<file path="src/pkg/pso_defines.svh">
// Purpose: Offsets, field positions, reset values and timing counts of the serial output block
// Assumes: Byte-wide registers on a documented 8-bit address port
// Notes:   Definitions only
`ifndef PSO_DEFINES_SVH
`define PSO_DEFINES_SVH

`define PSO_ADDR_FRAC_44K1_H  8'h52
`define PSO_ADDR_BCLK_DIV     8'h54
`define PSO_ADDR_SO_CONFIG    8'h55
`define PSO_ADDR_CROSS_MAP    8'h56
`define PSO_ADDR_POST_DIV     8'h61
`define PSO_ADDR_OVERSAMPLING_CLOCK_MODE    8'h63
`define PSO_ADDR_FRAC_LOW     8'h64
`define PSO_ADDR_FRAC_HIGH    8'h65

`define PSO_RST_FRAC_44K1_H   8'h00
`define PSO_RST_BCLK_DIV      8'h03
`define PSO_RST_SO_CONFIG     8'h21
`define PSO_RST_CROSS_MAP     8'h00
`define PSO_RST_POST_DIV      8'h07
`define PSO_RST_OVERSAMPLING_CLOCK_MODE     8'h00
`define PSO_RST_FRAC_LOW      8'h46
`define PSO_RST_FRAC_HIGH     8'h5B

`define PSO_BIT_ORDER         6
`define PSO_BIT_PAD           5
`define PSO_BIT_POL           4
`define PSO_BIT_FMT           3
`define PSO_BIT_EDGE          2
`define PSO_BIT_MODE          0

`define PSO_SLOTS_16          7'h20
`define PSO_SLOTS_32          7'h40
`define PSO_POST_DIV_MASK     8'h1F

`endif

</file>
<file path="src/pkg/pso_pkg.sv">
// Purpose: Types of the serial output block
// Assumes: Used with package-qualified names only
// Notes:   Precision codes and cross-map codes
package pso_pkg;
	typedef enum logic [1:0] {
		PSO_PRECISION_FIELD_16 = 2'h0,
		PSO_PRECISION_FIELD_18 = 2'h1,
		PSO_PRECISION_FIELD_20 = 2'h2,
		PSO_PRECISION_FIELD_24 = 2'h3
	} pso_precision_field_t;
	typedef enum logic [1:0] {
		PSO_MAP_STRAIGHT = 2'h0,
		PSO_MAP_LEFT     = 2'h1,
		PSO_MAP_RIGHT    = 2'h2,
		PSO_MAP_SWAP     = 2'h3
	} pso_map_t;
	typedef enum {PSO_IDLE, PSO_RUN} pso_state_t;
endpackage

</file>
<file path="src/rtl/pso_fifo.sv">
// Purpose: Sample FIFO ahead of the serialiser
// Assumes: Single clock
// Notes:   Honest full and empty through valid and ready
`timescale 1ns/1ns
`default_nettype none
module pso_fifo #(
	parameter int WIDTH = 48,
	parameter int DEPTH = 8
) (
	// Clock and reset
	input  wire logic             clk,
	input  wire logic             nrst,
	// Fill side
	input  wire logic             in_valid,
	input  wire logic [WIDTH-1:0] in_data,
	output logic                  in_ready,
	// Drain side
	output logic                  out_valid,
	output logic [WIDTH-1:0]      out_data,
	input  wire logic             out_ready
);
	localparam int AW = $clog2(DEPTH);
	logic [WIDTH-1:0] mem [DEPTH];
	logic [AW-1:0]    wr_q;
	logic [AW-1:0]    rd_q;
	logic [AW:0]      cnt_q;
	wire              push = in_valid && in_ready;
	wire              pop  = out_valid && out_ready;

	// Flags
	assign in_ready  = (cnt_q != (AW+1)'(DEPTH));
	assign out_valid = (cnt_q != '0);
	assign out_data  = mem[rd_q];

	// Pointers and count
	always_ff @(posedge clk) begin
		if (!nrst) begin
			wr_q  <= '0;
			rd_q  <= '0;
			cnt_q <= '0;
		end else begin
			if (push) wr_q <= (wr_q == AW'(DEPTH-1)) ? '0 : wr_q + 1'b1;
			if (pop) rd_q <= (rd_q == AW'(DEPTH-1)) ? '0 : rd_q + 1'b1;
			cnt_q <= cnt_q + (AW+1)'(push) - (AW+1)'(pop);
		end
	end

	// Storage
	always_ff @(posedge clk) begin
		if (push) mem[wr_q] <= in_data;
	end
endmodule
`default_nettype wire

</file>
<file path="src/rtl/pso_serial_out.sv">
// Purpose: Serial PCM output with clock control registers
// Assumes: clk is the oversampling clock at 25 MHz; byte register port
// Notes:   Samples arrive as left/right pairs through an 8-word FIFO
`timescale 1ns/1ns
`default_nettype none
`include "pso_defines.svh"
// Contract
// - Bit clock is oversampling clock over two times divider plus one
// - 32 slots per frame in 16-bit, 64 slots otherwise
// - Divider is factor/64 minus one, or factor/128 minus one
// - Bit-order one sends LSB first, zero sends MSB first
// - Padding bit selects right or left padding, ignored in 16-bit mode
// - Polarity one drives frame clock low for left; zero inverts
// - Format bit zero is I2S framing, one alternative; resets zero
// - Edge bit zero changes data on falling edge; one swaps edges
// - Precision code selects 16, 18, 20 or 24-bit samples
// - Cross-map selects straight, duplicate left, duplicate right, swap
// - Post-divider five-bit field divides VCO; resets to seven
// - Core may update post-divider; software may also write it; the code takes core updates in clock-mode zero only
// - 16-bit 44.1 kHz fraction from high byte and low companion
// - Clock-mode one keeps oversampling clock fixed at user value
// - Clock-mode zero tracks 512, 384 or 256 times, default 256
// - Tracking default oversampling clock is 12.288 MHz
// - Oversampling clock from master, input divider, feedback, fraction, post-divider
// - General fraction is 256 times high byte plus low byte
module pso_serial_out #(
	parameter int   SW       = 24,
	parameter int   DEPTH    = 8,
	parameter logic [7:0] FRAC_44K1_LOW = 8'h00
) (
	// Clock and reset
	input  wire logic          clk,
	input  wire logic          nrst,
	// Register port
	input  wire logic [7:0]    reg_addr,
	input  wire logic          reg_wr,
	input  wire logic [7:0]    reg_wdata,
	output logic      [7:0]    reg_rdata,
	// Core post-divider update
	input  wire logic          core_pdiv_wr,
	input  wire logic [4:0]    core_pdiv,
	// Sample stream
	input  wire logic          smp_valid,
	input  wire logic [SW-1:0] smp_left,
	input  wire logic [SW-1:0] smp_right,
	output logic               smp_ready,
	// Clock control outputs
	output logic [4:0]         pll_post_divider,
	output logic [15:0]        pll_frac,
	output logic [15:0]        pll_frac_44k1,
	output logic               oversampling_clock_fixed,
	// DAC pins
	output logic               transmit_bit_clock,
	output logic               left_right_clock,
	output logic               serial_data
);
	logic [7:0] frac_h_q, div_q, cfg_q, map_q, pdiv_q, mode_q, fl_q, fh_q;
	logic [7:0] rdata_q;
	logic [7:0] div_cnt_q;
	logic       sck_q, lr_q, sd_q;
	logic [5:0] slot_q;
	logic       side_q;
	logic       spill_q;
	logic [SW-1:0] left_q, right_q;
	pso_pkg::pso_state_t st_q;

	// Register write strobes
	wire wr_frac_h = reg_wr && (reg_addr == `PSO_ADDR_FRAC_44K1_H);
	wire wr_div    = reg_wr && (reg_addr == `PSO_ADDR_BCLK_DIV);
	wire wr_cfg    = reg_wr && (reg_addr == `PSO_ADDR_SO_CONFIG);
	wire wr_map    = reg_wr && (reg_addr == `PSO_ADDR_CROSS_MAP);
	wire wr_pdiv   = reg_wr && (reg_addr == `PSO_ADDR_POST_DIV);
	wire wr_mode   = reg_wr && (reg_addr == `PSO_ADDR_OVERSAMPLING_CLOCK_MODE);
	wire wr_fl     = reg_wr && (reg_addr == `PSO_ADDR_FRAC_LOW);
	wire wr_fh     = reg_wr && (reg_addr == `PSO_ADDR_FRAC_HIGH);

	// Configuration fields
	wire pso_pkg::pso_precision_field_t precision_field = pso_pkg::pso_precision_field_t'(cfg_q[1:0]);
	wire pso_pkg::pso_map_t  xmap = pso_pkg::pso_map_t'(map_q[1:0]);
	wire lsb_first = cfg_q[`PSO_BIT_ORDER];
	wire left_pad  = cfg_q[`PSO_BIT_PAD];
	wire pol_i2s   = cfg_q[`PSO_BIT_POL];
	wire alt_fmt   = cfg_q[`PSO_BIT_FMT];
	wire edge_rise = cfg_q[`PSO_BIT_EDGE];
	wire wide      = (precision_field != pso_pkg::PSO_PRECISION_FIELD_16);

	// Register writes; in clock-mode zero a core update of post-divider takes priority over software
	always_ff @(posedge clk) begin
		if (!nrst) begin
			frac_h_q <= `PSO_RST_FRAC_44K1_H;
			div_q    <= `PSO_RST_BCLK_DIV;
			cfg_q    <= `PSO_RST_SO_CONFIG;
			map_q    <= `PSO_RST_CROSS_MAP;
			pdiv_q   <= `PSO_RST_POST_DIV;
			mode_q   <= `PSO_RST_OVERSAMPLING_CLOCK_MODE;
			fl_q     <= `PSO_RST_FRAC_LOW;
			fh_q     <= `PSO_RST_FRAC_HIGH;
		end else begin
			if (wr_frac_h) frac_h_q <= reg_wdata;
			if (wr_div) div_q <= reg_wdata;
			if (wr_cfg) cfg_q <= {1'b0, reg_wdata[6:0]};
			if (wr_map) map_q <= {6'h00, reg_wdata[1:0]};
			if (core_pdiv_wr && !mode_q[`PSO_BIT_MODE]) pdiv_q <= {3'h0, core_pdiv};
			else if (wr_pdiv) pdiv_q <= reg_wdata & `PSO_POST_DIV_MASK;
			if (wr_mode) mode_q <= {7'h00, reg_wdata[`PSO_BIT_MODE]};
			if (wr_fl) fl_q <= reg_wdata;
			if (wr_fh) fh_q <= reg_wdata;
		end
	end

	// Read mux
	wire [7:0] rd_mux =
		(reg_addr == `PSO_ADDR_FRAC_44K1_H) ? frac_h_q :
		(reg_addr == `PSO_ADDR_BCLK_DIV)    ? div_q :
		(reg_addr == `PSO_ADDR_SO_CONFIG)   ? cfg_q :
		(reg_addr == `PSO_ADDR_CROSS_MAP)   ? map_q :
		(reg_addr == `PSO_ADDR_POST_DIV)    ? pdiv_q :
		(reg_addr == `PSO_ADDR_OVERSAMPLING_CLOCK_MODE)   ? mode_q :
		(reg_addr == `PSO_ADDR_FRAC_LOW)    ? fl_q :
		(reg_addr == `PSO_ADDR_FRAC_HIGH)   ? fh_q : 8'h00;

	// Registered read data and clock control outputs
	always_ff @(posedge clk) begin
		if (!nrst) begin
			rdata_q          <= 8'h00;
			pll_post_divider <= 5'h07;
			pll_frac         <= 16'h0000;
			pll_frac_44k1    <= 16'h0000;
			oversampling_clock_fixed       <= 1'b0;
		end else begin
			rdata_q          <= rd_mux;
			pll_post_divider <= pdiv_q[4:0];
			pll_frac         <= {fh_q, fl_q};
			pll_frac_44k1    <= {frac_h_q, FRAC_44K1_LOW};
			oversampling_clock_fixed       <= mode_q[`PSO_BIT_MODE];
		end
	end
	assign reg_rdata = rdata_q;

	// Sample FIFO
	logic          f_valid;
	logic [2*SW-1:0] f_data;
	wire           frame_end;
	wire           take;
	pso_fifo #(.WIDTH(2*SW), .DEPTH(DEPTH)) u_fifo (
		.clk       (clk),
		.nrst      (nrst),
		.in_valid  (smp_valid),
		.in_data   ({smp_left, smp_right}),
		.in_ready  (smp_ready),
		.out_valid (f_valid),
		.out_data  (f_data),
		.out_ready (take)
	);

	// Bit clock half-period tick
	// Compare with >= so a divider lowered mid-count does not wrap the counter
	wire half_tick = (div_cnt_q >= div_q);
	wire fall      = half_tick && sck_q;
	wire rise      = half_tick && !sck_q;
	wire launch    = edge_rise ? rise : fall;
	wire [5:0] last_slot = wide ? 6'(`PSO_SLOTS_32 / 2 - 1) : 6'(`PSO_SLOTS_16 / 2 - 1);
	assign frame_end = launch && side_q && (slot_q == last_slot) && (st_q == pso_pkg::PSO_RUN);
	// A pair leaves the FIFO when it is loaded: on start from idle or at a frame end
	assign take      = launch && (frame_end || (st_q == pso_pkg::PSO_IDLE));

	// Sample width from precision
	function automatic logic [4:0] precision_field_bits(input logic [1:0] p);
		case (p)
			2'h0:    precision_field_bits = 5'd16;
			2'h1:    precision_field_bits = 5'd18;
			2'h2:    precision_field_bits = 5'd20;
			default: precision_field_bits = 5'd24;
		endcase
	endfunction
	wire [4:0] nbits = precision_field_bits(cfg_q[1:0]);

	// Cross-map of the current pair
	wire [SW-1:0] map_l = (xmap == pso_pkg::PSO_MAP_RIGHT || xmap == pso_pkg::PSO_MAP_SWAP)
		? right_q : left_q;
	wire [SW-1:0] map_r = (xmap == pso_pkg::PSO_MAP_LEFT || xmap == pso_pkg::PSO_MAP_SWAP)
		? left_q : right_q;
	wire [SW-1:0] word  = side_q ? map_r : map_l;

	// Slot to bit position
	wire [4:0] half_slots = wide ? 5'd31 : 5'd15;
	wire [4:0] slot_i     = slot_q[4:0];
	wire       i2s_delay  = !alt_fmt;
	wire [4:0] eff_slot   = slot_i;
	wire [4:0] pad        = half_slots + 5'd1 - nbits;
	wire [4:0] data_start = (wide && !left_pad) ? pad : 5'd0;
	wire [4:0] idx        = eff_slot - data_start;
	wire       in_word    = (eff_slot >= data_start) && (idx < nbits);
	wire [4:0] bitpos     = lsb_first ? idx : nbits - 5'd1 - idx;
	wire       next_bit   = in_word ? word[bitpos] : 1'b0;

	// Frame state: bit clock, slot counter, frame clock, data
	always_ff @(posedge clk) begin
		if (!nrst) begin
			div_cnt_q <= 8'h00;
			sck_q     <= 1'b0;
			slot_q    <= 6'h00;
			side_q    <= 1'b0;
			sd_q      <= 1'b0;
			spill_q   <= 1'b0;
			lr_q      <= 1'b1;
			st_q      <= pso_pkg::PSO_IDLE;
			left_q    <= '0;
			right_q   <= '0;
		end else begin
			div_cnt_q <= half_tick ? 8'h00 : div_cnt_q + 8'h01;
			if (half_tick) sck_q <= !sck_q;
			case (st_q)
				pso_pkg::PSO_IDLE: begin
					if (launch && f_valid) begin
						st_q    <= pso_pkg::PSO_RUN;
						left_q  <= f_data[2*SW-1:SW];
						right_q <= f_data[SW-1:0];
						slot_q  <= 6'h00;
						side_q  <= 1'b0;
					end
				end
				pso_pkg::PSO_RUN: begin
					if (launch) begin
						// I2S sends each bit one slot late; a half's last bit opens the next
						sd_q    <= i2s_delay ? spill_q : next_bit;
						spill_q <= next_bit;
						lr_q <= side_q ^ !pol_i2s;
						if (slot_q == last_slot) begin
							slot_q <= 6'h00;
							side_q <= !side_q;
							if (side_q) begin
								st_q    <= f_valid ? pso_pkg::PSO_RUN : pso_pkg::PSO_IDLE;
								left_q  <= f_data[2*SW-1:SW];
								right_q <= f_data[SW-1:0];
							end
						end else begin
							slot_q <= slot_q + 6'h01;
						end
					end
				end
				default: st_q <= pso_pkg::PSO_IDLE;
			endcase
		end
	end

	assign transmit_bit_clock = sck_q;
	assign left_right_clock   = lr_q;
	assign serial_data        = sd_q;

	// Assertions
	property p_div_reset;
		@(posedge clk) $rose(nrst) |-> div_q == 8'h03;
	endproperty
	a_div_reset: assert property (p_div_reset)
		else $error("divider reset value wrong");
	property p_half_period;
		@(posedge clk) disable iff (!nrst)
		$changed(sck_q) && $stable(div_q) |=> !$changed(sck_q) [*1] or div_q == 8'h00;
	endproperty
	a_half_period: assert property (p_half_period)
		else $error("bit clock toggled too fast");
	property p_slots;
		@(posedge clk) disable iff (!nrst) frame_end |-> slot_q == (wide ? 6'd31 : 6'd15);
	endproperty
	a_slots: assert property (p_slots)
		else $error("frame slot count wrong");
	property p_cfg_rst;
		@(posedge clk) $rose(nrst) |-> cfg_q[`PSO_BIT_FMT] == 1'b0 && cfg_q == 8'h21;
	endproperty
	a_cfg_rst: assert property (p_cfg_rst)
		else $error("config reset value wrong");
	property p_pdiv_rst;
		@(posedge clk) $rose(nrst) |-> pdiv_q == 8'h07 && map_q == 8'h00;
	endproperty
	a_pdiv_rst: assert property (p_pdiv_rst)
		else $error("post divider or map reset wrong");
	property p_zero_pad;
		@(posedge clk) disable iff (!nrst) launch && st_q == pso_pkg::PSO_RUN && !in_word
			|=> !(i2s_delay ? spill_q : sd_q);
	endproperty
	a_zero_pad: assert property (p_zero_pad)
		else $error("padding slot not zero");
	property p_lr_pol;
		@(posedge clk) disable iff (!nrst) launch && st_q == pso_pkg::PSO_RUN
			|=> lr_q == ($past(side_q) ^ !$past(pol_i2s));
	endproperty
	a_lr_pol: assert property (p_lr_pol)
		else $error("frame clock polarity wrong");
	property p_core_pdiv;
		@(posedge clk) disable iff (!nrst) core_pdiv_wr && !mode_q[0]
			|=> pdiv_q[4:0] == $past(core_pdiv) ##1 pll_post_divider == $past(core_pdiv, 2);
	endproperty
	a_core_pdiv: assert property (p_core_pdiv)
		else $error("core post divider update lost");
	c_frame: cover property (@(posedge clk) disable iff (!nrst) frame_end);
	c_wide: cover property (@(posedge clk) disable iff (!nrst) frame_end && wide);
	c_swap: cover property (@(posedge clk) disable iff (!nrst)
		frame_end && xmap == pso_pkg::PSO_MAP_SWAP);
endmodule
`default_nettype wire

</file>
<file path="config.mk">
export PLATFORM = sky130hd
export DESIGN_NAME = pso_serial_out
export DESIGN_NICKNAME = d
export VERILOG_FILES = /design/src/pkg/pso_pkg.sv /design/src/rtl/pso_fifo.sv /design/src/rtl/pso_serial_out.sv
export VERILOG_INCLUDE_DIRS = /design/src /design/src/pkg
export SDC_FILE = /design/constraint.sdc
export NUM_CORES = 1
export LEC_CHECK = 0
export BUFFER_PORTS_ARGS = -buffer_cell sky130_fd_sc_hd__buf_2
export CAP_MARGIN = 25
export CORE_MARGIN = 5
export CORE_UTILIZATION = 60
export CTS_CLUSTER_DIAMETER = 60
export DETAILED_ROUTE_END_ITERATION = 10
export PLACE_DENSITY_LB_ADDON = 0.3
export SLEW_MARGIN = 20
export SYNTH_ARGS = -nofsm -noshare
export SYNTH_HDL_FRONTEND = slang
export SYNTH_SLANG_ARGS = --single-unit
export TNS_END_PERCENT = 20
</file>
<file path="constraint.sdc">
create_clock -name clk -period 12.9 [get_ports clk]
set_input_delay 1.29 -clock clk [delete_from_list [all_inputs] [get_ports clk]]
set_output_delay 1.29 -clock clk [all_outputs]
set_load 0.01 [all_outputs]
</file>
=== Yosys cells after proc, flatten, opt, wreduce, memory -nomap -nowiden ===
Memory sizes are Yosys's and may differ from the RTL's. A register that Yosys moved wholly into a read port is not among the register bits.
Index checks and enable logic that the tools add are counted.

* Reductions and logical operators: 41
* Bitwise logic cells: 2
* Add/subtract/negate cells: 11
* Mux-type cells: 53
* $lt $le $gt $ge: 4
* Equality and inequality tests: 23

{| class="wikitable"
|+ Operators with widths
! cell !! count
|-
| two-way mux 24 bit || 11
|-
| two-way mux 32 bit || 4
|-
| case mux 24 bit (2 select lines) || 2
|-
| == test 8 x 7 -> 1 bit (second input constant) || 8
|-
| zero test 32 bit || 2
|-
| two-way mux 8 bit || 8
|-
| case mux 32 bit (2 select lines) || 1
|-
| == test 32 x 1 -> 1 bit (second input constant) || 1
|-
| == test 32 x 2 -> 1 bit (second input constant) || 1
|-
| two-way mux 5 bit || 6
|-
| logical AND 1 bit || 20
|-
| two-way mux 6 bit || 3
|-
| subtractor 5 bit || 3
|-
| two-way mux 3 bit || 4
|-
| case mux 4 bit (3 select lines) || 1
|-
| case mux 6 bit (2 select lines) || 1
|-
| two-way mux 1 bit || 10
|-
| adder 8 x 1 -> 8 bit (second input constant) || 1
|-
| greater-or-equal comparator 8 bit || 1
|-
| inequality test 2 bit (second input constant) || 4
|-
| AND reduction 4 bit || 2
|-
| adder 3 x 1 -> 3 bit (second input constant) || 2
|-
| adder 6 x 1 -> 6 bit (second input constant) || 1
|-
| == test 2 bit (second input constant) || 3
|-
| other kinds (24) || 34
|}

* Output and inout bits: 50
* Bits of input ports: 74
* Bits in registers: 202
* Memory bits (writable): 384
* Memories: 1
* Word-level logic and storage cells: 162

{| class="wikitable"
|+ Memories
! name !! depth !! width !! read ports !! clocked after Yosys merged registers in !! write ports !! line !! text
|-
| u_fifo.mem || 8 || 48 || 1 || 1 || 1 || pso_fifo.sv:23 || <nowiki>logic [WIDTH-1:0] mem [DEPTH];</nowiki>
|}

=== Depth between registers and ports, before layout ===
Gate-level depths: netlist of the first run.

* Depth after elaboration: 12
* Mapped depth: 17
* Depth with buffers taken out: 17

=== Modules after synthesis ===
A second synthesis of the first run with hierarchy kept.

* Cells, all modules: 1430
* Area total of the unflattened synthesis: 22078.7 µm²

{| class="wikitable"
|+ By module, submodules not included
! module !! times used !! cells an instance !! area an instance (µm²)
|-
| pso_fifo || 1 || 632 || 15295.9
|-
| pso_serial_out || 1 || 798 || 6782.8
|}

=== Worst setup path before layout of the first run ===
Ideal clock, no wire load.

* Path type: input to register
* Start point: in smp_valid
* End point: mem u_fifo.mem[0][0], enable pin
* Arrival: 6020 ps
* Setup time: 573 ps
* Cell stages on the path: 2
* Data required time: 12327 ps
* Setup slack: 6307 ps
* Path through: nand2_1 -> nor4_1

* Word-level cells in the longest chain between the ends: 3

{| class="wikitable"
|+ RTL lines
! item !! line !! text
|-
| from (decl) || pso_serial_out.sv:43 || <nowiki>input wire logic smp_valid,</nowiki>
|-
| logical AND 1 bit || pso_fifo.sv:27 || <nowiki>wire push = in_valid && in_ready;</nowiki>
|-
| two-way mux 1 bit || pso_fifo.sv:50 || <nowiki>if (push) mem[wr_q] <= in_data;</nowiki>
|-
| two-way mux 1 bit (implied by the code) || pso_fifo.sv:50 ||
|-
| to (decl) || pso_fifo.sv:23 ||
|}

No other way between the ends.

=== Worst setup path in the final report of the first run ===
* Start point: reg cfg_q[0]
* End point: reg sd_q (netlist: serial_data)

* Word-level cells in the longest chain between the ends: 12
* Elaborated cells on any way between the ends: 21

{| class="wikitable"
|+ RTL lines
! item !! line !! text
|-
| from (decl) || pso_serial_out.sv:57 || <nowiki>logic [7:0] frac_h_q, div_q, cfg_q, map_q, pdiv_q, mode_q, fl_q, fh_q;</nowiki>
|-
| from (signal assigned) || pso_serial_out.sv:92 || <nowiki>cfg_q <= `PSO_RST_SO_CONFIG;</nowiki>
|-
| from (signal assigned) || pso_serial_out.sv:101 || <nowiki>if (wr_cfg) cfg_q <= {1'b0, reg_wdata[6:0]};</nowiki>
|-
| nonzero test 2 bit || pso_serial_out.sv:85 || <nowiki>wire wide = (precision_field != pso_pkg::PSO_PRECISION_FIELD_16);</nowiki>
|-
| two-way mux 5 bit || pso_serial_out.sv:186 || <nowiki>wire [4:0] half_slots = wide ? 5'd31 : 5'd15;</nowiki>
|-
| adder 5 x 1 -> 5 bit || pso_serial_out.sv:190 || <nowiki>wire [4:0] pad = half_slots + 5'd1 - nbits;</nowiki>
|-
| subtractor 5 bit || pso_serial_out.sv:190 ||
|-
| two-way mux 5 bit || pso_serial_out.sv:191 || <nowiki>wire [4:0] data_start = (wide && !left_pad) ? pad : 5'd0;</nowiki>
|-
| subtractor 5 bit || pso_serial_out.sv:192 || <nowiki>wire [4:0] idx = eff_slot - data_start;</nowiki>
|-
| subtractor 5 bit || pso_serial_out.sv:194 || <nowiki>wire [4:0] bitpos = lsb_first ? idx : nbits - 5'd1 - idx;</nowiki>
|-
| two-way mux 5 bit || pso_serial_out.sv:194 ||
|-
| binary-select mux 1 bit (select 5 bit) || pso_serial_out.sv:195 || <nowiki>wire next_bit = in_word ? word[bitpos] : 1'b0;</nowiki>
|-
| two-way mux 1 bit (implied by the code) || pso_serial_out.sv:195 ||
|-
| two-way mux 1 bit * || pso_serial_out.sv:195 ||
|-
| two-way mux 1 bit * || pso_serial_out.sv:226 || <nowiki>sd_q <= i2s_delay ? spill_q : next_bit;</nowiki>
|-
| to (signal assigned) || pso_serial_out.sv:226 ||
|-
| to (decl) || pso_serial_out.sv:60 || <nowiki>logic sck_q, lr_q, sd_q;</nowiki>
|}

Every way passes the cells marked *; elsewhere a longest branch is shown, timed or not. The select of a mux whose other input is x is not followed.
A chain may end at the register's enable or synchronous reset.

==> results.ini, run 1 <==
[run_status]
outcome = finished clean

[grt]
grt_pass1_wl_um = 69170
gr-usage-met1 = 0.2845
grt.met3_usage = 0.04884
grt-ovfl-total = 0
antenna_found_initial = 4
grt_max_degree = 97
grt.busiest_layer = met2
grtUsageTotal = 0.2187
grt_pass1_vias = 12210
grt_use_met2 = 0.3773

[synthesis]
seq_area_frac_synth = 0.6831
syn_avg_cell_area_um2 = 15.66
yosysMostFrequentCell = edfxtp_1
synth_edf_count = 384
synthTopCellsByArea = edfxtp_1, dfxtp_1, mux4_2
ys_ff_latch = 550
synthArstFlopShare = 0
synth_cells = 1389
synthDominantAreaCellType = edfxtp_1
ys_top_cells_by_count = edfxtp_1, dfxtp_1, mux4_2
ys_types = 60
yosysTopAreaCellShare = 0.5303
syn_area_um2 = 21750
ys.flop_type = edfxtp_1
yosys_warnings = 0

[worst_setup_path]
cpMaxStageDelayCell = dfxtp_1
crit_cells = 17
cp.buffers_inverters = 2
worstPathRequired_ns = 13.33
path_class = reg2reg
r2r_end = serial_data
worstPathMaxFanout = 6
worst_ep_arrival_time_ns = 4.22
crit_chain = inv_1 > ha_1 > nor2_1 > nand2_1 > inv_1 > ha_1 > o21a_1 > or3_1 > and2_1 > ha_1 > xor2_1 > nor2_1 > a31o_2 > a21oi_1 > a2111oi_4 > a311oi_2 > o22ai_1
cp-end-kind = register
r2r_setup_slack_ns = 9.11
cp_slowest_stage_delay_ns = 0.41
reg2reg_from = cfg_q[0]
crit_path_frequent_cell = ha_1
ff2ff_path_depth = 17
cp_top_family = compound AO/OA/AOI/OAI gates
critPathLaunchType = register

[clocking]
cts_tree = built
cts_setup_buffers = 0
htree_levels = 2
path_clk_slew_ns = 0.06
root_buffer = clkbuf_16
cts-hold-fix-buffers = 0
post_cts_resized = 0
insertion_delay_ns = 0.59
cts_sinks = 550
clockBufferDepth = 3
numCtsBuffers = 54

[placement]
dp_hpwl_um = 25560
io_buffers = 115
place_congestion = 0.8625
dpl_cell_area_um2 = 22750
place_inst = 1905

[final_layout]
syn_to_final_growth_pct = 12.73
drive_gt1_frac = 0.2201
finalNonFillerCells = 2006
final_cell_area_um2 = 24510
utilization = 0.6875
diodes = 0
nets = 1611
fillers = 2345

[sta]
max_slew_margin = 0.2857
hold_violations = 0
tns_ns = 0
slew_viol_final = 0
fmax_mhz = 263.9
final-setup-viol-count = 0
rsz0062_at_grt = no
period_share = 0.2938
finClkSkew_ns = 0.01806
post-route-min-period_ns = 3.790
tightest_slew_ns = 1.072

[route]
vias = 12120
routed_wl_um = 44110
drtIter0Drc = 843
postRouteAntennaNets = 0
drc = 0
vias_per_cell = 6.040
drtPass1Iterations = 6
wl_per_cell_um = 21.99

[power]
peakVddDrop_v = 0.0001353
p_seq_frac = 0.525
power.switching_mw = 0.8415
total_power_mw = 3.820
clkPwrFrac = 0.403
leakage_nw = 8.229
power.density_nw_per_um2 = 155.8
p_comb_frac = 0.072
swShare = 0.2203
p_int_mw = 2.979

[worst_hold_path]
hold_path.startpoint = u_fifo.rd_q[1]
hold_depth = 2
hold_class = reg2reg

[floorplan]
boundaryPins = 124
rows = 69
fp.coreArea_um2 = 35660
die_w_um = 200.4
floorplan.die_area_um2 = 40150
start_util = 0.6099
fp.dieH_um = 200.4

[job]
max-cap-violations = 0

## stage by stage
stage	worst slack, ns	hold slack [ns]
floorplan	6.307	0.4274
finish	9.110	0.4683
CTS	9.136	0.4726
global route	8.843	0.4918
global placement	9.332	0.4537
detailed placement	9.175	0.4650
## flip-flops by register name, summed over array words and instances (netlist names), 3 cells and up, named ones only
name              count
pdiv_q                5
cfg_q                 7
fl_q                  8
div_cnt_q             8
fh_q                  8
reg_rdata             8
left_q               24
right_q              24
u_fifo.rd_q           3
u_fifo.mem          384
frac_h_q              8
pll_post_divider      5
slot_q                6
u_fifo.cnt_q          4
div_q                 8
pll_frac             16
pll_frac_44k1         8
u_fifo.wr_q           3
## cell type report
class,count,area (µm²),share of cell area
sequential,550,14860,0.6063
multi-input combinational,731,6482,0.2644
clock buffer,66,1406,0.05737
timing repair buffer,133,710.7,0.02899
tap,461,576.8,0.02353
clock inverter,35,360.3,0.01470
inverter,30,113.9,0.004645
## worst max path at each step
stage / start / end
finish: cfg_q[0] / serial_data
global route: cfg_q[0] / serial_data
CTS: cfg_q[0] / serial_data
detailed placement: cfg_q[0] / serial_data
global placement: cfg_q[0] / serial_data
floorplan: smp_valid / u_fifo.mem[0][0]
## per-layer routing
metal	up-vias	share of wire
li1	5541	-
met1	6087	0.40
met2	392	0.51
met3	88	0.064
met4	8	0.024
met5	-	0.0012
## cells in the final DEF (no fill, tap or decap), drive strengths merged, types with 3 or more instances in the layout
cell type,synthesis,final
ha,35,35
nand2b,11,11
dfxtp,166,166
xor2,8,8
o21ai,15,15
clkinvlp,0,5
a21o,3,3
clkbuf,56,66
a221oi,4,4
buf,29,133
and2,31,31
a31oi,4,4
a22oi,20,20
or2,4,4
and3,4,4
xnor2,8,8
bufinv,0,6
inv,30,30
a211oi,52,52
nor3,8,8
nor2,89,89
edfxtp,384,384
o22ai,8,8
clkinv,0,24
or3,3,3
nand2,90,90
conb,2,9
a21oi,49,49
mux4,105,105
nand3,66,66
nor2b,4,4
mux2i,73,73
## power by group through the flow
stage	sequential, mW	clock (mW)	combinational (mW)
detailed placement	2.04	0	0.277
finish	2.00	1.54	0.275
global placement	2.04	0	0.269
CTS	2.00	1.57	0.280
floorplan	2.03	0	0.186
global route	2.01	1.65	0.302
## worst reg2reg max path, cell delays in order (launching register included)
cell	delay, ns
dfxtp_1	0.41
inv_1	0.09
ha_1	0.24
nor2_1	0.17
nand2_1	0.11
inv_1	0.07
ha_1	0.27
o21a_1	0.22
or3_1	0.33
and2_1	0.19
ha_1	0.32
xor2_1	0.16
nor2_1	0.06
a31o_2	0.29
a21oi_1	0.23
a2111oi_4	0.09
a311oi_2	0.28
o22ai_1	0.12
## kinds of logic after synthesis
| group | count (synthesis) | share of synthesized area |
|---|---|---|
| compound gates | 167 | 0.05190 |
| xor+xnor | 16 | 0.006444 |
| fa+ha+maj | 37 | 0.02198 |
| buf+inv | 115 | 0.02273 |
| flops | 550 | 0.6831 |
| mux | 179 | 0.1439 |
| other cells | 2 | 0.0003454 |
| simple gates | 323 | 0.06962 |
(Power assumes the default switching activity.)
==> run 2, diff against run 1 <==
Clock period 12.9 ns to 3.65 ns, I/O delays scaled along.
==> results.ini, run 2 (synthesis results as in run 1) <==
[power]
power.density_nw_per_um2 = 553.6  ; was 155.8 nW/µm²
leakage_nw = 8.443  ; was 8.229 nW
peakVddDrop_v = 0.0004608  ; was 0.0001353 V
total_power_mw = 13.87  ; was 3.820 mW

[clocking]
path_clk_slew_ns = 0.06  ; about the same
numCtsBuffers = 54  ; unchanged
insertion_delay_ns = 0.61  ; was 0.59 ns
root_buffer = clkbuf_16  ; unchanged
htree_levels = 2  ; unchanged
cts_tree = built  ; unchanged
cts_sinks = 550  ; unchanged
clockBufferDepth = 3  ; unchanged

[run_status]
outcome = finished clean  ; unchanged

[final_layout]
final_cell_mix = edfxtp_1, dfxtp_1, buf_2  ; unchanged
syn_to_final_growth_pct = 15.18  ; was 12.73%
drive_gt1_frac = 0.2292  ; was 0.2201
regMostFlops = u_fifo.mem  ; unchanged
finalNonFillerCells = 2032  ; was 2006
layout_commonest_cell = edfxtp_1  ; unchanged
utilization = 0.7025  ; was 0.6875
diodes = 0  ; unchanged
largest_reg_flops = 384  ; unchanged
final_cell_area_um2 = 25050  ; was 24510 µm²
fillers = 2293  ; was 2345
nets = 1636  ; was 1611
reg_top3 = u_fifo.mem x384, left_q x24, right_q x24  ; unchanged

[worst_setup_path]
crit_path_start = cfg_q[0]  ; unchanged
cp_slowest_stage_delay_ns = 0.34  ; was 0.41 ns
worstPathMaxFanout = 6  ; unchanged
worst_ep_arrival_time_ns = 3.94  ; was 4.22 ns
crit_cells = 17  ; unchanged
path_class = reg2reg  ; unchanged
cp-end-kind = register  ; unchanged
crit_path_frequent_cell = ha_1  ; unchanged
crit_chain = inv_1 > ha_1 > nor2_2 > buf_4 > nand2_1 > ha_1 > o21a_1 > or3_1 > and2_4 > ha_4 > xor2_1 > nor2_1 > a31o_2 > a21oi_2 > a2111oi_4 > a311oi_2 > o22ai_1  ; was inv_1 > ha_1 > nor2_1 > nand2_1 > inv_1 > ha_1 > o21a_1 > or3_1 > and2_1 > ha_1 > xor2_1 > nor2_1 > a31o_2 > a21oi_1 > a2111oi_4 > a311oi_2 > o22ai_1
setup.worst_path.end = serial_data  ; unchanged
r2r_end = serial_data  ; unchanged
r2r_setup_slack_ns = 0.16  ; was 9.11 ns
critPathLaunchType = register  ; unchanged
cp_top_family = compound AO/OA/AOI/OAI gates  ; unchanged
cpMaxStageDelayCell = a311oi_2  ; was dfxtp_1
cp.buffers_inverters = 2  ; unchanged
reg2reg_from = cfg_q[0]  ; unchanged
ff2ff_path_depth = 17  ; unchanged
worstPathRequired_ns = 4.11  ; was 13.33 ns

[placement]
place_congestion = 0.8717  ; was 0.8625
place_inst = 1914  ; was 1905
dpl_cell_area_um2 = 22980  ; was 22750 µm²
dp_hpwl_um = 26190  ; was 25560 µm
io_buffers = 115  ; unchanged

[sta]
final-setup-viol-count = 0  ; unchanged
finClkSkew_ns = 0.03148  ; was 0.01806 ns
post-route-min-period_ns = 3.487  ; was 3.790 ns
slew_viol_final = 0  ; unchanged
fmax_mhz = 286.8  ; was 263.9 MHz
period_share = 0.9553  ; was 0.2938
tightest_slew_ns = 0.8712  ; was 1.072 ns
hold_violations = 0  ; unchanged
max_slew_margin = 0.4192  ; was 0.2857

[floorplan]
fp.dieH_um = 200.4  ; unchanged
floorplan.die_area_um2 = 40150  ; unchanged
start_util = 0.6099  ; unchanged
fp.coreArea_um2 = 35660  ; unchanged
rows = 69  ; unchanged
die_w_um = 200.4  ; unchanged
boundaryPins = 124  ; unchanged

[grt]
grt_pass1_vias = 12280  ; was 12210
grt-ovfl-total = 0  ; unchanged
antenna_found_initial = 2  ; was 4
grt_max_degree = 79  ; was 97
grtUsageTotal = 0.2236  ; was 0.2187
grt_pass1_wl_um = 70810  ; was 69170 µm

[route]
vias = 12200  ; was 12120
drtPass1Iterations = 5  ; was 6
wl_per_cell_um = 22.18  ; was 21.99 µm
routed_wl_um = 45070  ; was 44110 µm
drtIter0Drc = 750  ; was 843
postRouteAntennaNets = 0  ; unchanged
vias_per_cell = 6.006  ; was 6.040
drc = 0  ; unchanged

[job]
max-cap-violations = 0  ; unchanged

[worst_hold_path]
hold_class = in2reg  ; was reg2reg

-- run 2: changes by cell type in the layout (fill, tap and decap cells not counted), moves of 4 or more --
cell / delta
clkinv_1: +4
dlygate4sd3_1: +14
buf_12: +12
clkbuf_1: -7
-- run 2: area by class of cell --
type	instances	area [µm²]	area share
Sequential cell	550	14860	0.5934
Multi-Input combinational cell	731	6531	0.2608
Clock buffer	62	1433	0.05720
Timing Repair Buffer	158	1084	0.04326
Tap cell	461	576.8	0.02303
Clock inverter	40	446.7	0.01783
Inverter	30	113.9	0.004546
-- run 2: repair_timing --
item | 4_1_cts | 5_1_grt
hold buffers | 14 | 0
hold endpoints to repair | 84 | 0
resized for setup | 0 | 5
setup buffers | 0 | 2
setup endpoints to repair | 0 | 2
-- run 2: worst min-delay path by stage --
stage / startpoint / end / slack (ns) / cells after the start
6_report: smp_right[17] / u_fifo.mem[7][17] / 0.03 / 1
5_1_grt: smp_right[11] / u_fifo.mem[4][11] / 0.01 / 1
4_1_cts: smp_left[0] / u_fifo.mem[6][24] / 0.00005 / 1
3_5_place_dp: u_fifo.rd_q[1] / register / 0.46 / 2
3_3_place_gp: fl_q[3] / fl_q[3] / 0.45 / 2
2_1_floorplan: pdiv_q[0] / pll_post_divider[0] / 0.43 / 1
-- run 2: metrics by stage --
step,setup TNS [ns],setup WS [ns],hold WS [ns]
CTS,0,0.05173,0.00005146
global route,-0.01478,-0.01468,0.01175
global placement,0,0.1364,0.4543
finish,0,0.1631,0.03225
detailed placement,0,0.06404,0.4571
floorplan,-166.15,-1.053,0.4274
-- run 2: report_power, final --
part	leakage, nW	internal, mW	switching [mW]
sequential	4.83	6.96	0.126
clock	0.912	3.40	2.36
combinational	2.70	0.417	0.599
-- run 2: metal layers --
metal	wire length (µm)	part of all wire	vias up	global-route usage
met3	2769	0.061	84	0.04625
met4	1079	0.024	4	0.05851
met5	21	0.00047	-	0
met2	23260	0.52	386	0.3833
met1	17940	0.40	6116	0.2972
li1	-	-	5614	-
==> run 3, diff against run 2 <==
Clock period 3.65 ns to 3.75 ns, I/O delays scaled along.
==> results.ini, run 3 (synthesis results as in run 1) <==
[final_layout]
regMostFlops = u_fifo.mem  ; unchanged
largest_reg_flops = 384  ; unchanged
reg_top3 = u_fifo.mem x384, left_q x24, right_q x24  ; unchanged
fillers = 2313  ; was 2293
layout_commonest_cell = edfxtp_1  ; unchanged
syn_to_final_growth_pct = 14.03  ; was 15.18%
finalNonFillerCells = 2018  ; was 2032
drive_gt1_frac = 0.2322  ; was 0.2292
final_cell_mix = edfxtp_1, dfxtp_1, buf_2  ; unchanged
nets = 1623  ; was 1636
utilization = 0.6954  ; was 0.7025

[run_status]
outcome = finished clean  ; unchanged

[worst_setup_path]
crit_path_start = cfg_q[0]  ; unchanged
crit_chain = inv_1 > ha_1 > nor2_2 > nand2_1 > inv_1 > ha_1 > o21a_1 > or3_1 > and2_1 > ha_4 > xor2_1 > nor2_1 > a31o_2 > a21oi_2 > a2111oi_4 > a311oi_2 > o22ai_1  ; was inv_1 > ha_1 > nor2_2 > buf_4 > nand2_1 > ha_1 > o21a_1 > or3_1 > and2_4 > ha_4 > xor2_1 > nor2_1 > a31o_2 > a21oi_2 > a2111oi_4 > a311oi_2 > o22ai_1
reg2reg_from = cfg_q[0]  ; unchanged
cp-end-kind = register  ; unchanged
worstPathMaxFanout = 5  ; was 6
critPathLaunchType = register  ; unchanged
worst_ep_arrival_time_ns = 4.01  ; was 3.94 ns
worstPathRequired_ns = 4.20  ; was 4.11 ns
path_class = reg2reg  ; unchanged
cp_slowest_stage_delay_ns = 0.33  ; was 0.34 ns
cpMaxStageDelayCell = dfxtp_1  ; was a311oi_2

[power]
power.density_nw_per_um2 = 532.9  ; was 553.6 nW/µm²
peakVddDrop_v = 0.0004093  ; was 0.0004608 V
leakage_nw = 8.345  ; was 8.443 nW
total_power_mw = 13.21  ; was 13.87 mW

[clocking]
root_buffer = clkbuf_16  ; unchanged
path_clk_slew_ns = 0.06  ; about the same
numCtsBuffers = 51  ; was 54
htree_levels = 2  ; unchanged
cts_sinks = 550  ; unchanged
cts_tree = built  ; unchanged
clockBufferDepth = 3  ; unchanged
insertion_delay_ns = 0.58  ; was 0.61 ns
cts-hold-fix-buffers = 0  ; was 14

[grt]
grtUsageTotal = 0.2244  ; was 0.2236
antenna_found_initial = 4  ; was 2
grt-ovfl-total = 0  ; unchanged
grt_pass1_vias = 12540  ; was 12280
grt_max_degree = 76  ; was 79
grt_pass1_wl_um = 71250  ; was 70810 µm

[sta]
period_share = 0.9507  ; was 0.9553
slew_viol_final = 0  ; unchanged
hold_violations = 0  ; unchanged
tightest_slew_ns = 0.8880  ; was 0.8712 ns
fmax_mhz = 280.5  ; was 286.8 MHz
final-setup-viol-count = 0  ; unchanged
finClkSkew_ns = 0.01793  ; was 0.03148 ns
max_slew_margin = 0.4080  ; was 0.4192
post-route-min-period_ns = 3.565  ; was 3.487 ns
tns_ns = 0  ; unchanged
holdWs_ns = 0.05171  ; was 0.03225 ns

[job]
max-cap-violations = 0  ; unchanged

[placement]
dp_hpwl_um = 27010  ; was 26190 µm
io_buffers = 115  ; unchanged
place_congestion = 0.8848  ; was 0.8717
place_inst = 1919  ; was 1914

[worst_hold_path]
hold_path.startpoint = smp_right[22]  ; was smp_right[17]
hold_class = in2reg  ; unchanged

[floorplan]
die_w_um = 200.4  ; unchanged
start_util = 0.6099  ; unchanged
fp.coreArea_um2 = 35660  ; unchanged
boundaryPins = 124  ; unchanged
rows = 69  ; unchanged
fp.dieH_um = 200.4  ; unchanged
floorplan.die_area_um2 = 40150  ; unchanged

[route]
drtIter0Drc = 1043  ; was 750
postRouteAntennaNets = 0  ; unchanged
vias = 12230  ; was 12200
top_layer_used = met5  ; unchanged
drc = 0  ; unchanged
dr_wl_met2_um = 22980  ; was 23260 µm
drtPass1Iterations = 5  ; unchanged
met1Wirelength_um = 18070  ; was 17940 µm
vias_per_cell = 6.061  ; was 6.006
wl_per_cell_um = 22.55  ; was 22.18 µm
met3_length_um = 3091  ; was 2769 µm
routed_wl_um = 45500  ; was 45070 µm

[run 3: routing by layer]
layer / track usage / up-vias
li1: - / 5581
met5: 0 / -
met2: 0.3815 / 441
met1: 0.2967 / 6115
met3: 0.04285 / 90
met4: 0.07252 / 4
[run 3: final timing paths]
kind | end | cells past startpoint | slack, ns
max | serial_data | 17 | 0.18
min | u_fifo.mem[4][22] | 1 | 0.05
max reg2reg | serial_data | 17 | 0.18
min reg2reg | fl_q[3] | 2 | 0.47
[run 3: per-stage QoR]
step	setup WS, ns	instance area (µm²)
3_3_place_gp	0.2693	22980
5_1_grt	-0.01464	24790
3_5_place_dp	0.1629	22980
2_1_floorplan	-0.9526	21780
6_report	0.1850	24800
4_1_cts	0.1338	24750
[run 3: power breakdown]
group | internal, mW | switching, mW | total (mW)
registers | 6.77 | 0.124 | 6.90
clock network | 3.10 | 2.24 | 5.34
logic | 0.387 | 0.593 | 0.979
total | 10.3 | 2.95 | 13.2
[run 3: final cells by class]
type                       instances  area [µm²]  share of cell area
sequential                       550       14860              0.5994
timing repair buffer             148       948.4             0.03825
antenna                            2       5.005           0.0002018
inverter                          30       113.9            0.004592
clock inverter                    33       370.4             0.01494
tap                              461       576.8             0.02326
multi-input combinational        731        6516              0.2628
clock buffer                      63        1403             0.05656
[run 3: worst max-delay path, delay by kind of cell, from the launching register on]
kind	cells	cell delay, ns
xor gates and xnor gates	1	0.14
adders and majority gates	3	0.80
DFF	1	0.33
AOI/OAI and AO/OA	6	1.20
and+or+nand+nor	5	0.83
buffers and inverters	2	0.13
[run 3: what timing repair did]
item,4_1_cts,5_1_grt
endpoints found under the setup margin,0,2
setup buffers,0,1
resized for setup,0,3
